--- src/bit_op_pkg.sv ---
/*
  constants for the single-bit instruction execute unit: opcode fields,
  widths and phase encoding.
  assumes a 14-bit instruction word and a 7-bit file address.
*/
package bit_op_pkg;
    localparam int INSN_W = 14;
    localparam int ADDR_W = 7;
    localparam int BIDX_W = 3;
    localparam int DATA_W = 8;
    localparam int ADDR_LSB = 0;
    localparam int ADDR_MSB = 6;
    localparam int BIDX_LSB = 7;
    localparam int BIDX_MSB = 9;
    localparam int SUB_LSB = 10;
    localparam int SUB_MSB = 11;
    localparam int GRP_LSB = 12;
    localparam int GRP_MSB = 13;
    localparam logic [1:0] GRP_BIT = 2'h1;
    localparam logic [1:0] SUB_CLR = 2'h0;
    localparam logic [1:0] SUB_SET = 2'h1;
    localparam logic [1:0] SUB_TSC = 2'h2;
    localparam logic [DATA_W-1:0] DATA_ZERO = 8'h00;
    localparam logic [ADDR_W-1:0] ADDR_ZERO = 7'h00;
    localparam logic [BIDX_W-1:0] BIDX_ZERO = 3'h0;
    localparam logic [DATA_W-1:0] ONE_HOT_LSB = 8'h01;
    // one-hot phase codes of an instruction cycle
    typedef enum logic [3:0] {
        PH_Q1 = 4'h1,
        PH_Q2 = 4'h2,
        PH_Q3 = 4'h4,
        PH_Q4 = 4'h8
    } phase_t;
    typedef enum logic [1:0] {
        OP_NONE = 2'h0,
        OP_CLR = 2'h1,
        OP_SET = 2'h2,
        OP_TSC = 2'h3
    } bit_op_t;
endpackage

--- src/bit_alu.sv ---
/*
  combinational bit modifier and tester for one data byte.
  assumes the caller registers the result.
*/
`timescale 1ns/1ps
`default_nettype none
module bit_alu #(
    parameter int DATA_W = 8,
    parameter int BIDX_W = 3
) (
    // operands
    input wire logic [DATA_W-1:0] data_in,
    input wire logic [BIDX_W-1:0] bidx_in,
    input wire logic set_in,
    // results
    output logic [DATA_W-1:0] data_set_out,
    output logic [DATA_W-1:0] data_clr_out,
    output logic bit_out
);
    logic [DATA_W-1:0] mask;
    always_comb begin
        mask = bit_op_pkg::ONE_HOT_LSB << bidx_in;
        data_set_out = data_in | mask;
        data_clr_out = data_in & ~mask;
        bit_out = data_in[bidx_in];
    end
    logic unused_set;
    assign unused_set = set_in;
endmodule
`default_nettype wire

--- src/bit_op_execute_unit.sv ---
/*
  decode and execute of the set-bit, clear-bit and test-skip-if-clear
  instructions as a four-phase read-modify-write on the data file.
  assumes the core presents a stable instruction during Q1 and a
  combinational file read port; writes land on the Q4 edge.
*/
`timescale 1ns/1ps
`default_nettype none
module bit_op_execute_unit #(
    parameter int INSN_W = bit_op_pkg::INSN_W,
    parameter int ADDR_W = bit_op_pkg::ADDR_W,
    parameter int DATA_W = bit_op_pkg::DATA_W
) (
    // clock and reset
    input wire logic sys_clk_in,
    input wire logic sys_rst_in,
    // instruction
    input wire logic [INSN_W-1:0] insn_in,
    input wire logic insn_valid_in,
    // file register port
    output logic [ADDR_W-1:0] file_addr_out,
    input wire logic [DATA_W-1:0] file_rdata_in,
    output logic [DATA_W-1:0] file_wdata_out,
    output logic file_we_out,
    // program counter control
    output logic skip_out,
    output logic busy_out
);
    localparam int BIDX_W = bit_op_pkg::BIDX_W;

    function automatic bit_op_pkg::bit_op_t decode_op(input logic [INSN_W-1:0] w);
        decode_op = bit_op_pkg::OP_NONE;
        if (w[bit_op_pkg::GRP_MSB:bit_op_pkg::GRP_LSB] == bit_op_pkg::GRP_BIT) begin
            if (w[bit_op_pkg::SUB_MSB:bit_op_pkg::SUB_LSB] == bit_op_pkg::SUB_SET) begin
                decode_op = bit_op_pkg::OP_SET;
            end else if (w[bit_op_pkg::SUB_MSB:bit_op_pkg::SUB_LSB] == bit_op_pkg::SUB_CLR) begin
                decode_op = bit_op_pkg::OP_CLR;
            end else if (w[bit_op_pkg::SUB_MSB:bit_op_pkg::SUB_LSB] == bit_op_pkg::SUB_TSC) begin
                decode_op = bit_op_pkg::OP_TSC;
            end
        end
    endfunction

    bit_op_pkg::phase_t phase_r, phase_nxt;
    bit_op_pkg::bit_op_t op_r, op_nxt;
    logic [ADDR_W-1:0] addr_r, addr_nxt;
    logic [BIDX_W-1:0] bidx_r, bidx_nxt;
    logic [DATA_W-1:0] data_r, data_nxt;
    logic [DATA_W-1:0] wdata_r, wdata_nxt;
    logic we_r, we_nxt;
    logic skip_r, skip_nxt;
    logic bit_r, bit_nxt;
    logic [DATA_W-1:0] alu_set, alu_clr;
    logic alu_bit;

    bit_alu #(.DATA_W(DATA_W), .BIDX_W(BIDX_W)) u_alu (
        .data_in(data_r),
        .bidx_in(bidx_r),
        .set_in(op_r == bit_op_pkg::OP_SET),
        .data_set_out(alu_set),
        .data_clr_out(alu_clr),
        .bit_out(alu_bit)
    );

    always_comb begin
        phase_nxt = phase_r;
        op_nxt = op_r;
        addr_nxt = addr_r;
        bidx_nxt = bidx_r;
        data_nxt = data_r;
        wdata_nxt = wdata_r;
        we_nxt = 1'b0;
        skip_nxt = skip_r;
        bit_nxt = bit_r;
        case (phase_r)
            bit_op_pkg::PH_Q1: begin
                // a skipped slot decodes as a no-operation
                op_nxt = (insn_valid_in && !skip_r) ? decode_op(insn_in) : bit_op_pkg::OP_NONE;
                addr_nxt = insn_in[bit_op_pkg::ADDR_MSB:bit_op_pkg::ADDR_LSB];
                bidx_nxt = insn_in[bit_op_pkg::BIDX_MSB:bit_op_pkg::BIDX_LSB];
                skip_nxt = 1'b0;
                phase_nxt = bit_op_pkg::PH_Q2;
            end
            bit_op_pkg::PH_Q2: begin
                data_nxt = file_rdata_in;
                phase_nxt = bit_op_pkg::PH_Q3;
            end
            bit_op_pkg::PH_Q3: begin
                bit_nxt = alu_bit;
                if (op_r == bit_op_pkg::OP_SET) begin
                    wdata_nxt = alu_set;
                    we_nxt = 1'b1;
                end else if (op_r == bit_op_pkg::OP_CLR) begin
                    wdata_nxt = alu_clr;
                    we_nxt = 1'b1;
                end
                phase_nxt = bit_op_pkg::PH_Q4;
            end
            bit_op_pkg::PH_Q4: begin
                skip_nxt = (op_r == bit_op_pkg::OP_TSC) && !bit_r;
                phase_nxt = bit_op_pkg::PH_Q1;
            end
            default: begin
                phase_nxt = bit_op_pkg::PH_Q1;
            end
        endcase
    end

    always_ff @(posedge sys_clk_in or posedge sys_rst_in) begin
        if (sys_rst_in) begin
            phase_r <= bit_op_pkg::PH_Q1;
            op_r <= bit_op_pkg::OP_NONE;
            addr_r <= bit_op_pkg::ADDR_ZERO;
            bidx_r <= bit_op_pkg::BIDX_ZERO;
            data_r <= bit_op_pkg::DATA_ZERO;
            wdata_r <= bit_op_pkg::DATA_ZERO;
            we_r <= 1'b0;
            skip_r <= 1'b0;
            bit_r <= 1'b0;
        end else begin
            phase_r <= phase_nxt;
            op_r <= op_nxt;
            addr_r <= addr_nxt;
            bidx_r <= bidx_nxt;
            data_r <= data_nxt;
            wdata_r <= wdata_nxt;
            we_r <= we_nxt;
            skip_r <= skip_nxt;
            bit_r <= bit_nxt;
        end
    end

    // only the addressed byte is written; no status flag output exists
    assign file_addr_out = addr_r;
    assign file_wdata_out = wdata_r;
    assign file_we_out = we_r;
    assign skip_out = skip_r;
    assign busy_out = (op_r != bit_op_pkg::OP_NONE);

    // read-modify-write checks
    a_set_one: assert property (@(posedge sys_clk_in) disable iff (sys_rst_in)
        (phase_r == bit_op_pkg::PH_Q3 && op_r == bit_op_pkg::OP_SET) |=>
        we_r && wdata_r[bidx_r] && ((wdata_r | (bit_op_pkg::ONE_HOT_LSB << bidx_r)) ==
        (data_r | (bit_op_pkg::ONE_HOT_LSB << bidx_r))))
        else $error("set bit wrong");
    a_clr_zero: assert property (@(posedge sys_clk_in) disable iff (sys_rst_in)
        (phase_r == bit_op_pkg::PH_Q3 && op_r == bit_op_pkg::OP_CLR) |=>
        we_r && !wdata_r[bidx_r] && ((wdata_r & ~(bit_op_pkg::ONE_HOT_LSB << bidx_r)) ==
        (data_r & ~(bit_op_pkg::ONE_HOT_LSB << bidx_r))))
        else $error("clear bit wrong");
    a_data_take: assert property (@(posedge sys_clk_in) disable iff (sys_rst_in)
        (phase_r == bit_op_pkg::PH_Q2) |=> data_r == $past(file_rdata_in))
        else $error("read data not captured");
    a_we_pulse: assert property (@(posedge sys_clk_in) disable iff (sys_rst_in)
        we_r |=> !we_r)
        else $error("write held too long");

    // decode and field checks
    a_field_take: assert property (@(posedge sys_clk_in) disable iff (sys_rst_in)
        (phase_r == bit_op_pkg::PH_Q1) |=>
        addr_r == $past(insn_in[bit_op_pkg::ADDR_MSB:bit_op_pkg::ADDR_LSB]) &&
        bidx_r == $past(insn_in[bit_op_pkg::BIDX_MSB:bit_op_pkg::BIDX_LSB]))
        else $error("fields not captured");
    a_addr_hold: assert property (@(posedge sys_clk_in) disable iff (sys_rst_in)
        (phase_r != bit_op_pkg::PH_Q1) |=> $stable(addr_r) && $stable(bidx_r))
        else $error("fields moved mid cycle");
    a_set_decode: assert property (@(posedge sys_clk_in) disable iff (sys_rst_in)
        (phase_r == bit_op_pkg::PH_Q1 && insn_valid_in && !skip_r &&
        insn_in[bit_op_pkg::GRP_MSB:bit_op_pkg::SUB_LSB] == {bit_op_pkg::GRP_BIT, bit_op_pkg::SUB_SET}) |=>
        op_r == bit_op_pkg::OP_SET)
        else $error("set not decoded");
    a_refuse_idle: assert property (@(posedge sys_clk_in) disable iff (sys_rst_in)
        (phase_r == bit_op_pkg::PH_Q1 && !insn_valid_in) |=> op_r == bit_op_pkg::OP_NONE)
        else $error("invalid slot decoded");

    // write-port and phase checks
    a_write_only_q4: assert property (@(posedge sys_clk_in) disable iff (sys_rst_in)
        we_r |-> phase_r == bit_op_pkg::PH_Q4 && op_r != bit_op_pkg::OP_TSC)
        else $error("stray write");
    a_test_no_write: assert property (@(posedge sys_clk_in) disable iff (sys_rst_in)
        (phase_r == bit_op_pkg::PH_Q3 && op_r == bit_op_pkg::OP_TSC) |=> !we_r)
        else $error("test wrote the file");
    a_phase_ring: assert property (@(posedge sys_clk_in) disable iff (sys_rst_in)
        (phase_r == bit_op_pkg::PH_Q1) |=> phase_r == bit_op_pkg::PH_Q2 ##1
        phase_r == bit_op_pkg::PH_Q3 ##1 phase_r == bit_op_pkg::PH_Q4 ##1 phase_r == bit_op_pkg::PH_Q1)
        else $error("phase order broken");

    // skip flag stands through the Q1 that marks the discarded slot
    a_skip_clear: assert property (@(posedge sys_clk_in) disable iff (sys_rst_in)
        (phase_r == bit_op_pkg::PH_Q3 && op_r == bit_op_pkg::OP_TSC && !alu_bit) |=> ##1 skip_r ##1 !skip_r)
        else $error("skip missing");
    a_no_skip_set: assert property (@(posedge sys_clk_in) disable iff (sys_rst_in)
        (phase_r == bit_op_pkg::PH_Q4 && !(op_r == bit_op_pkg::OP_TSC && !bit_r)) |=> !skip_r)
        else $error("false skip");
    a_skip_nop: assert property (@(posedge sys_clk_in) disable iff (sys_rst_in)
        (phase_r == bit_op_pkg::PH_Q1 && skip_r) |=> ##2 !we_r)
        else $error("skipped slot wrote");
    a_skip_q1_only: assert property (@(posedge sys_clk_in) disable iff (sys_rst_in)
        skip_r |-> phase_r == bit_op_pkg::PH_Q1)
        else $error("skip outside slot start");

    c_set: cover property (@(posedge sys_clk_in) disable iff (sys_rst_in)
        we_r && op_r == bit_op_pkg::OP_SET);
    c_clr: cover property (@(posedge sys_clk_in) disable iff (sys_rst_in)
        we_r && op_r == bit_op_pkg::OP_CLR);
    c_skip: cover property (@(posedge sys_clk_in) disable iff (sys_rst_in) $rose(skip_r));
    c_no_skip: cover property (@(posedge sys_clk_in) disable iff (sys_rst_in)
        phase_r == bit_op_pkg::PH_Q4 && op_r == bit_op_pkg::OP_TSC && bit_r);
    c_refused: cover property (@(posedge sys_clk_in) disable iff (sys_rst_in)
        phase_r == bit_op_pkg::PH_Q1 && insn_valid_in && decode_op(insn_in) == bit_op_pkg::OP_NONE);
endmodule
`default_nettype wire

--- config.mk ---
export PLATFORM = sky130hd
export DESIGN_NAME = bit_op_execute_unit
export DESIGN_NICKNAME = d
export VERILOG_FILES = /design/src/bit_op_pkg.sv /design/src/bit_alu.sv /design/src/bit_op_execute_unit.sv
export SDC_FILE = /design/constraint.sdc
export NUM_CORES = 1
export LEC_CHECK = 0
export BUFFER_PORTS_ARGS = -buffer_cell sky130_fd_sc_hd__buf_2
export CAP_MARGIN = 30
export CORE_MARGIN = 4
export CORE_UTILIZATION = 43
export CTS_BUF_LIST = sky130_fd_sc_hd__clkbuf_8
export DETAILED_ROUTE_END_ITERATION = 8
export PLACE_DENSITY_LB_ADDON = 0.2
export SLEW_MARGIN = 20
export SYNTH_ARGS = -nofsm -noshare
export SYNTH_HDL_FRONTEND = slang
export SYNTH_SLANG_ARGS = --single-unit
--- constraint.sdc ---
create_clock -name sys_clk_in -period 1.7 [get_ports sys_clk_in]
set_input_delay 0 -clock sys_clk_in [delete_from_list [all_inputs] [get_ports sys_clk_in]]
set_output_delay 0 -clock sys_clk_in [all_outputs]
set_load 0.005 [all_outputs]
* Word-level counts from Yosys, hierarchy flattened
Cells that the tools add are included.
** Word-level totals
- Bits of input ports :: 25
- Output and inout bits :: 18
- Logic and storage cells :: 47
- Bits in registers :: 35
** Operators by class
- Mux-type cells :: 14
- Bitwise operators :: 3
- Shift operators :: 1
- Reduce and logical (&&, ||, !) cells :: 9
- $lt $le $gt $ge :: 1
- Equal/unequal tests :: 10
** Operators with widths (number)
- 2-to-1 mux 8 bit :: 2
- case mux 4 bit (3 select lines) :: 1
- 2-to-1 mux 2 bit :: 5
- AND 8 bit :: 1
- NOT 8 bit :: 1
- bitwise OR 8 bit :: 1
- << shifter 1 x 3 -> 8 bit (first input constant) :: 1
- equality test 2 x 1 -> 1 bit (second input constant) :: 3
- equality test 2 bit (second input constant) :: 3
- nonzero test 2 bit :: 3
- equality test 4 x 1 -> 1 bit (second input constant) :: 1
- equality test 4 x 2 -> 1 bit (second input constant) :: 1
- equality test 4 x 3 -> 1 bit (second input constant) :: 1
- equality test 4 bit (second input constant) :: 1
- < comparator 3 x 4 -> 1 bit (second input constant) :: 1
- 2-to-1 mux 1 bit :: 4
- binary-select mux 1 bit (select 3 bit) :: 1
- logical AND 1 bit :: 2
- zero test 1 bit :: 2
- zero test 2 bit :: 1
- case mux 1 bit (2 select lines) :: 1
- AND reduction 2 bit :: 1

* Longest topological paths before layout
Gate-level depths: netlist (run 1).
- Depth after elaboration :: 6
- Gate-level depth with buffers :: 6
- Depth with buffers taken out :: 4

* Cells and area by module
A second synthesis (run 1) with hierarchy kept.
** Second synthesis, totals
- Cells, all modules :: 149
- Area, all modules :: 1752.9 um^2
** Modules (own cells, without submodules)
- bit_op_execute_unit :: area each 1516.5 um^2, instances 1, sequential area each 877.1 um^2, cells each 115
- bit_alu :: area each 236.5 um^2, instances 1, sequential area each 0.0 um^2, cells each 34

* Worst setup path after synthesis (run 1)
No wires, ideal clock.
- Path type :: register to register
- Start point :: register phase_r[0]
- End point :: register bidx_r[0]
- Required time :: 1.575 ns
- Clock period less this slack :: 1.529 ns
- Stages on the path, launching flop included :: 4
- Path buffers :: 1
- Library setup time :: 0.125 ns
- Arrival time :: 1.404 ns
- Setup slack :: 0.171 ns
- Path through :: dfstp_2 > nor4b_4 > buf_4 > mux2_2
** Between the ends
- Longest elaborated chain between the ends :: 1
** RTL lines
- start, declared :: RTL line bit_op_execute_unit.sv:44 : bit_op_pkg::phase_t phase_r, phase_nxt;
- start signal, assigned :: RTL line bit_op_execute_unit.sv:111 : phase_r <= bit_op_pkg::PH_Q1;
- start signal, assigned :: RTL line bit_op_execute_unit.sv:121 : phase_r <= phase_nxt;
- equality test 4 x 1 -> 1 bit :: RTL line bit_op_execute_unit.sv:75 : case (phase_r)
- end signal, assigned :: RTL line bit_op_execute_unit.sv:114 : bidx_r <= bit_op_pkg::BIDX_ZERO;
- end signal, assigned :: RTL line bit_op_execute_unit.sv:124 : bidx_r <= bidx_nxt;
- end, declared :: RTL line bit_op_execute_unit.sv:47 : logic [BIDX_W-1:0] bidx_r, bidx_nxt;
No other way between the ends.
A chain may end at the register's enable or synchronous reset.

* Worst setup path in the final report (run 1)
- Start point :: register phase_r[0]
- End point :: register addr_r[3] (netlist: file_addr_out[3])
** Between the ends
- Longest elaborated chain between the ends :: 1
** RTL lines
- equality test 4 x 1 -> 1 bit :: RTL line bit_op_execute_unit.sv:75
- end signal, assigned :: RTL line bit_op_execute_unit.sv:113 : addr_r <= bit_op_pkg::ADDR_ZERO;
- end signal, assigned :: RTL line bit_op_execute_unit.sv:123 : addr_r <= addr_nxt;
- end, declared :: RTL line bit_op_execute_unit.sv:46 : logic [ADDR_W-1:0] addr_r, addr_nxt;
No other way between the ends.

==> flow_metrics.tcl, run 1 <==
set metrics [dict create \
    cellPowerDensity_nw_per_um2 863 \
    synthTopCellsByArea "dfrtp_1, mux2_2, mux2i_1" \
    r2r_cells 3 \
    rows 22 \
    synth_flop_cell "dfrtp_1" \
    p_leak_nw 1.07 \
    period_share_pct 89.3 \
    rr_startpoint "phase_r[0]" \
    gp_congestion 0.713 \
    place_area_sq_um 1900 \
    die_area_sq_um 4860 \
    synth_common_cells "dfrtp_1, mux2_2, a21oi_1" \
    start_util_pct 44.8 \
    cpPeakStageDelay_ns 0.57 \
    ant_nets 0 \
    cts_root_buffer "clkbuf_8" \
    grt_max_degree 36 \
    yosysMostFrequentCell "dfrtp_1" \
    setup_violations 0 \
    routed_wl_mm 3.40 \
    vdd_ir_drop_max_v 0.000472 \
    cp.required_ns 1.87 \
    die_w_um 69.7 \
    finalSetupTns_ns 0 \
    antenna_found_initial 0 \
    critical_path_arrival_ns 1.69 \
    synth_edf_count 0 \
    hold_viol 0 \
    cts.sinks 35 \
    cts_tree "built" \
    status "completed" \
    core_area_sq_um 3660 \
    yosysUniqueCellTypes 27 \
    path_max_fanout 14 \
    yosysSeqAreaShare_pct 53.5 \
    port-buffer-count 42 \
    drc 0 \
    ys_seq_elements 35 \
    cts.repair.resized 0 \
    maxCapViolCount 0 \
    grt.total_usage_pct 15.1 \
    synth_top_area_cell "dfrtp_1" \
    ys_warn_count 0 \
    layout_min_cycle_time_ns 1.52 \
    rsz0062_at_grt "false" \
    syn_nets 160 \
    end_kind "register" \
    final_area_sq_um 2190 \
    syn_to_final_growth_pct 33.9 \
    via_count 1214 \
    drive_above_1_share_pct 39.2 \
    wire_per_inst_um 14.0 \
    grt_pass1_wl_mm 5.80 \
    grt_overflow 0 \
    io_pins 43 \
    postCtsSetupBuffers 0 \
    min_from "insn_in[12]" \
    final_nets 224 \
    power.total_mw 1.89 \
    slew_headroom_pct 70.8 \
    antennaDiodeCount 0 \
    path_cells "nor4b_4, buf_4, mux2_2" \
    post_synth.cell_area_avg_sq_um 12.7 \
    worstHoldPathCells 3 \
    rrSetupSlack_ns 0.18 \
    path_clk_slew_ns 0.07 \
    fmax_mhz 658 \
    clk_latency_ns 0.28 \
    synth_top_area_share_pct 51.9 \
    cts.path.max_buffers 2 \
    grt_pass1_vias 1228 \
    hpwl_mm 2.42 \
    htree_levels 2 \
    skew_ns 0.00245 \
    path_class "register to register" \
    critPathLaunchType "register" \
    hold_class "input port to register" \
    syn_area_sq_um 1640 \
    hold_end "op_r[1]" \
    cts_buffers 5 \
    tightest_slew_ns 0.437 \
    drt_pass1_iterations 4 \
    chipHeight_um 69.7 \
    drt_iter0_drc 51 \
    cp_slowest_cell "dfstp_2" \
    avgViaCountPerCell 5.02 \
    syn_inst 129 \
    ys_async_sr_fraction_pct 100 \
    slew_violations 0 \
    r2r_end "file_addr_out[3]" \
]
## worst max-delay path, delay by kind of cell (launching register included)
kind / cells / cell delay, ns
buf+inv: 1 / 0.26
flops: 1 / 0.57
mux: 1 / 0.36
simple gates: 1 / 0.22
## final cells by class
type | count | area [sq um]
inverters | 8 | 30.0
fillers | 306 | 1470
well taps | 48 | 60.1
clock inverters | 1 | 3.75
flip-flops and latches | 35 | 877
repair buffers | 66 | 438
multi-input cells | 77 | 689
clock buffers | 7 | 96.3
## through the flow
stage               std cells  utilization [%]  hold slack [ns]  setup slack, ns
floorplan                 129                -            0.152            0.171
global placement          215             52.0            0.109            0.217
detailed placement        215             52.0            0.116            0.183
CTS                       242             59.9           0.0388            0.172
global route              242             59.9           0.0542            0.110
finish                    242             59.9           0.0465            0.181
## where the power goes
group	internal, mW	total, mW	leakage [nW]	switching (mW)
Clock	0.364	0.653	0.0557	0.289
Sequential	0.911	0.967	0.421	0.0553
Combinational	0.158	0.275	0.590	0.116
## cell usage in the layout (no fill, tap or decap)
cell type,synthesis,routed
nor3_1,2,2
nor4b_1,3,2
nor3b_1,3,3
dfrtp_1,34,34
nor4b_2,0,1
mux2_2,18,18
nand4_1,1,1
nand3b_1,3,3
mux2i_1,14,14
nor2_1,2,2
dlygate4sd3_1,0,19
o21ai_0,1,1
o32ai_1,1,1
nand2_1,1,1
buf_4,1,5
and2_1,1,1
inv_1,8,9
nand3_1,1,1
nor4b_4,1,1
dfstp_2,1,1
mux4_2,1,1
ha_1,6,6
buf_2,3,42
o22ai_1,1,1
a21oi_1,16,16
a211o_1,1,1
clkbuf_8,0,7
## per-layer routing
metal | GRT usage [%] | part of all wire, %
met1 | 19.4 | 45
met2 | 23.1 | 47
met3 | 5.22 | 5.3
met4 | 6.81 | 2.8
met5 | 0 | 0
## how the worst max path moves through the flow
stage                from                to  slack (ns)
2_1_floorplan  phase_r[0]         bidx_r[0]        0.17
3_3_place_gp   phase_r[0]         bidx_r[1]        0.22
3_5_place_dp   phase_r[0]  file_addr_out[0]        0.18
4_1_cts        phase_r[0]  file_addr_out[3]        0.17
5_1_grt        phase_r[0]  file_addr_out[2]        0.11
6_report       phase_r[0]  file_addr_out[3]        0.18
## repair_timing
action | CTS | global route
setup endpoints to repair | 0 | 0
hold endpoints to repair | 52 | 0
hold buffers | 19 | 0
## flip-flops by register name (all words and copies together) (netlist names)
signal / flops
phase_r: 4
bidx_r: 3
file_wdata_out: 8
file_addr_out: 7
bit_r: 1
skip_out: 1
op_r: 2
data_r: 8
file_we_out: 1
## cells by family after synthesis
family	after synthesis	synth area share, %
flip-flops	35	53.5
AND/OR/NAND/NOR	18	8.17
multiplexers	33	22.3
AO/OA/AOI/OAI	20	6.64
buffers and inverters	17	4.81
adder cells (fa/ha/maj)	6	4.58
(Power assumes the default switching activity.)
==> run 2, diff against run 1 <==
CORE_UTILIZATION = 25   (was 43)
==> run 2 against run 1 <==
Combinational power about the same; die area rose by 63%; power decreased by 5.8%; flip-flop and latch count stayed put; global-route usage fell by 4.8 points.
==> flow_metrics.tcl, run 2 (synthesized netlist as in run 1, its figures left out) <==
set metrics [dict create \
    cts.repair.resized 0 \
    path_clk_slew_ns 0.06 \
    via_count 1185 \
    drt_iter0_drc 74 \
    drc 0 \
    tightest_slew_ns 0.441 \
    rr_startpoint "phase_r[0]" \
    status "completed" \
    num-fill-cells 641 \
    slew_violations 0 \
    cp-startpoint "phase_r[0]" \
    cts.path.max_buffers 2 \
    r2r_end "file_addr_out[5]" \
    final_nets 225 \
    use_met2_pct 17.2 \
    grt_pass1_wl_mm 6.21 \
    gp_congestion 0.704 \
    routed_wl_mm 3.65 \
    htree_levels 2 \
    slew_headroom_pct 70.6 \
    cts_buffers 5 \
    chipHeight_um 89.0 \
    pwr-share-clk_pct 30.4 \
    vdd_ir_drop_max_v 0.000274 \
    critical_path_arrival_ns 1.68 \
    syn_to_final_growth_pct 35.4 \
    p_leak_nw 1.07 \
    grtUsageMet1_pct 12.6 \
    fin_ws_ns 0.173 \
    rrSetupSlack_ns 0.17 \
    hpwl_mm 2.74 \
    maxCapViolCount 0 \
    hold_class "input port to register" \
    rows 29 \
    grt_overflow 0 \
    r2r_cells 3 \
    cts_tree "built" \
    port-buffer-count 42 \
    pre_cts_ws_ns 0.171 \
    skew_ns 0.00809 \
    seqPwrFrac_pct 54.2 \
    postCtsSetupBuffers 0 \
    die_w_um 89.0 \
    final_cell_mix "buf_2, dfrtp_1, dlygate4sd3_1" \
    start_util_pct 25.8 \
    die_area_sq_um 7920 \
    cp.required_ns 1.86 \
    io_pins 43 \
    antennaDiodeCount 0 \
    avgViaCountPerCell 4.36 \
    drive_above_1_share_pct 39.0 \
    use_met3_pct 3.32 \
    internal_power_mw 1.35 \
    place_area_sq_um 1950 \
    path_class "register to register" \
    power.net_switching_uw 439 \
    finalSetupTns_ns 0 \
    grt_max_degree 36 \
    core_area_sq_um 6350 \
    period_share_pct 89.9 \
    grt.total_usage_pct 10.3 \
    grt_pass1_vias 1280 \
    comb_power_share_pct 15.4 \
    p_sw_share_pct 24.6 \
    top_usage_layer "met2" \
    critPathLaunchType "register" \
    cellPowerDensity_nw_per_um2 804 \
    cts.sinks 35 \
    path_max_fanout 9 \
    final_area_sq_um 2220 \
    fmax_mhz 655 \
    cp-endpoint "file_addr_out[5]" \
    wire_per_inst_um 13.4 \
    drt_pass1_iterations 3 \
    end_kind "register" \
    rsz0062_at_grt "false" \
    setup_violations 0 \
    layout_min_cycle_time_ns 1.53 \
    hold_viol 0 \
    cts_root_buffer "clkbuf_8" \
    layout_commonest_cell "buf_2" \
    ant_nets 0 \
    antenna_found_initial 0 \
    power.total_mw 1.78 \
    clk_latency_ns 0.28 \
    hold_ws_ns 0.0462 \
]
==> run 2: cell types whose count changed in the layout (fill, tap and decap cells not counted), sizes merged <==
cell | previous run | this run
clkbuf | 7 | 5
inv | 9 | 10
buf | 47 | 48
clkinv | 0 | 1
==> run 2: power groups by stage <==
stage          combinational, mW  sequential (mW)  clock, mW
2_1_floorplan              0.128            0.972          0
4_1_cts                    0.281            0.971      0.577
3_5_place_dp               0.247            0.986          0
6_report                   0.274            0.967      0.543
3_3_place_gp               0.243            0.981          0
5_1_grt                    0.313            0.979      0.604
==> run 2: stage by stage <==
step	utilization, %	instances
6_report	35.0	272
5_1_grt	35.0	272
4_1_cts	35.0	272
3_5_place_dp	30.7	245
3_3_place_gp	30.7	245
2_1_floorplan	-	129
==> run 2: layout make-up <==
class                      count  area, sq um  share of cell area [%]
clock buffer                   5         68.8                    3.10
clock inverter                 3         12.5                   0.564
inverter                       8         30.0                    1.35
multi-input combinational     77          689                    31.1
sequential                    35          877                    39.5
tap                           77         96.3                    4.34
timing repair buffer          67          445                    20.1
==> run 2: how the worst min path moves through the flow <==
stage	cells past startpoint	slack, ns	start	endpoint
floorplan	1	0.15	sys_rst_in	bidx_r[0]
global placement	3	0.12	sys_rst_in	file_addr_out[0]
detailed placement	3	0.13	sys_rst_in	data_r[6]
CTS	3	0.03	insn_in[12]	op_r[1]
global route	3	0.05	insn_in[12]	op_r[0]
finish	3	0.05	insn_in[12]	op_r[1]
==> run 2: routing by layer <==
layer  routed length, um  share of wire [%]
met5                   0                  0
met4                  58                1.6
met1                1560                 43
met2                1840                 50
met3                 188                5.1
==> run 2: worst max-delay path, cell delays in order (launching register included) <==
cell and delay, ns:
dfstp_2 0.57, nor4b_4 0.26, buf_4 0.23, mux2_2 0.35
==> run 2: repair_timing <==
| item | in CTS | in global routing |
|---|---|---|
| hold endpoints to repair | 52 | 0 |
| hold buffers | 19 | 0 |
| endpoints found under the setup margin | 0 | 0 |
==> run 3, diff against run 2 <==
CORE_ASPECT_RATIO = 1.25   (was unset)
==> run 3 against run 2 <==
Clock skew about the same; die area grew 0.10%; via count rose by 1.6%; wire length increased by 3.0%; register-to-register slack barely moved; global-route usage is 0.29 points higher; sequential power grew 0.4%; sequential share of layout area is 0.51 points lower; design area increased by 1.3%; critical path depth stayed put; power increased by 6.4%; cell count increased by 2.9%; critical endpoint is now file_addr_out[1].
==> flow_metrics.tcl, run 3 (synthesized netlist as in run 1, its figures left out) <==
set metrics [dict create \
    status "completed" \
    start_util_pct 26.1 \
    grt_pass1_wl_mm 6.36 \
    path_max_fanout 9 \
    num-fill-cells 638 \
    routed_wl_mm 3.76 \
    path_class "register to register" \
    hold_viol 0 \
    grt.total_usage_pct 10.6 \
    fin_ws_ns 0.167 \
    gp_congestion 0.713 \
    die_area_sq_um 7920 \
    pre_cts_ws_ns 0.177 \
    dp.cells 253 \
    hpwl_mm 2.75 \
    hold_ws_ns 0.0282 \
    cpPeakStageDelay_ns 0.58 \
    fin_cells 280 \
    syn_to_final_growth_pct 37.2 \
    drc 0 \
    avgViaCountPerCell 4.30 \
    antenna_found_initial 0 \
    place_area_sq_um 1960 \
    critPathLaunchType "register" \
    slew_violations 0 \
    port-buffer-count 42 \
    final_area_sq_um 2250 \
    io_pins 43 \
    htree_levels 2 \
    grt_pass1_vias 1299 \
    clk_latency_ns 0.29 \
    cellPowerDensity_nw_per_um2 844 \
    vdd_ir_drop_max_v 0.000275 \
    core_area_sq_um 6290 \
    hold_class "input port to register" \
    critPathBufInv 1 \
    die_w_um 80.4 \
    grt_max_degree 36 \
    rsz0062_at_grt "false" \
    cts.sinks 35 \
    final_nets 225 \
    tightest_slew_ns 0.453 \
    cts_root_buffer "clkbuf_8" \
    drive_above_1_share_pct 39.5 \
    crit_family "flip-flops" \
    ant_nets 0 \
    rows 32 \
    final_util_pct 35.8 \
    drt_pass1_iterations 4 \
    slew_headroom_pct 69.8 \
    layout_commonest_cell "buf_2" \
    fmax_mhz 652 \
    chipHeight_um 98.5 \
    path_cells "nor4b_4, buf_4, mux2_2" \
    drt_iter0_drc 39 \
    cts.path.max_buffers 2 \
    setup_violations 0 \
    postCtsSetupBuffers 0 \
    end_kind "register" \
    cp_slowest_cell "dfstp_2" \
    maxCapViolCount 0 \
    finalSetupTns_ns 0 \
    antennaDiodeCount 0 \
    skew_ns 0.00821 \
    critical_path_arrival_ns 1.70 \
    power.total_mw 1.90 \
    cp.required_ns 1.87 \
    final_cell_mix "buf_2, dfrtp_1, dlygate4sd3_1" \
    p_leak_nw 1.07 \
    cts_tree "built" \
    layout_min_cycle_time_ns 1.53 \
    cts_buffers 5 \
    path_clk_slew_ns 0.07 \
    period_share_pct 90.2 \
    wire_per_inst_um 13.4 \
    grt_overflow 0 \
    via_count 1204 \
]
-- run 3: changes by cell type in the layout (fill, tap and decap cells not counted) --
cell / before / now
clkinv_2: 1 / 0
clkbuf_8: 5 / 7
inv_1: 10 / 9
-- run 3: final cells by class --
cell class | count | area, sq um | share of cell area [%]
inverter | 8 | 30.0 | 1.34
multi-input combinational | 77 | 689 | 30.7
tap | 85 | 106 | 4.73
clock inverter | 1 | 3.75 | 0.167
timing repair buffer | 67 | 445 | 19.8
sequential | 35 | 877 | 39.0
clock buffer | 7 | 96.3 | 4.28
-- run 3: worst min-delay path, delay by kind of cell --
| kind | cells | cell delay (ns) |
|---|---|---|
| buffers and inverters | 1 | 0.10 |
| AOI/OAI and AO/OA | 1 | 0.09 |
| and+or+nand+nor | 1 | 0.09 |
-- run 3: report_power, final --
group | leakage, nW | switching, mW | internal (mW)
registers | 0.421 | 0.0592 | 0.912
logic | 0.594 | 0.117 | 0.158
clock network | 0.0557 | 0.288 | 0.364
total | 1.07 | 0.465 | 1.43
-- run 3: final timing paths --
| path | slack [ns] | endpoint | depth (start not counted) | from |
|---|---|---|---|---|
| min in group asynchronous | 0.35 | data_r[2] | 4 | sys_rst_in |
| max in group asynchronous | 1.01 | phase_r[0] | 4 | sys_rst_in |
| worst min register to register | 0.51 | file_addr_out[4] | 1 | file_addr_out[4] |
| worst max-delay path | 0.17 | file_addr_out[1] | 3 | phase_r[0] |
| worst min-delay path | 0.03 | op_r[1] | 3 | insn_in[12] |
| worst max register to register | 0.17 | file_addr_out[1] | 3 | phase_r[0] |
-- run 3: repair_timing --
item,4_1_cts,5_1_grt
hold endpoints to repair,52,0
hold buffers,19,0
gates resized for setup,0,0
-- run 3: per-layer routing --
layer / vias to the layer above / part of all wire, % / GRT usage [%]
li1: 581 / - / -
met1: 592 / 41 / 12.6
met2: 24 / 52 / 17.2
met3: 7 / 4.1 / 3.20
met4: 0 / 2.5 / 5.46
met5: - / 0 / 0
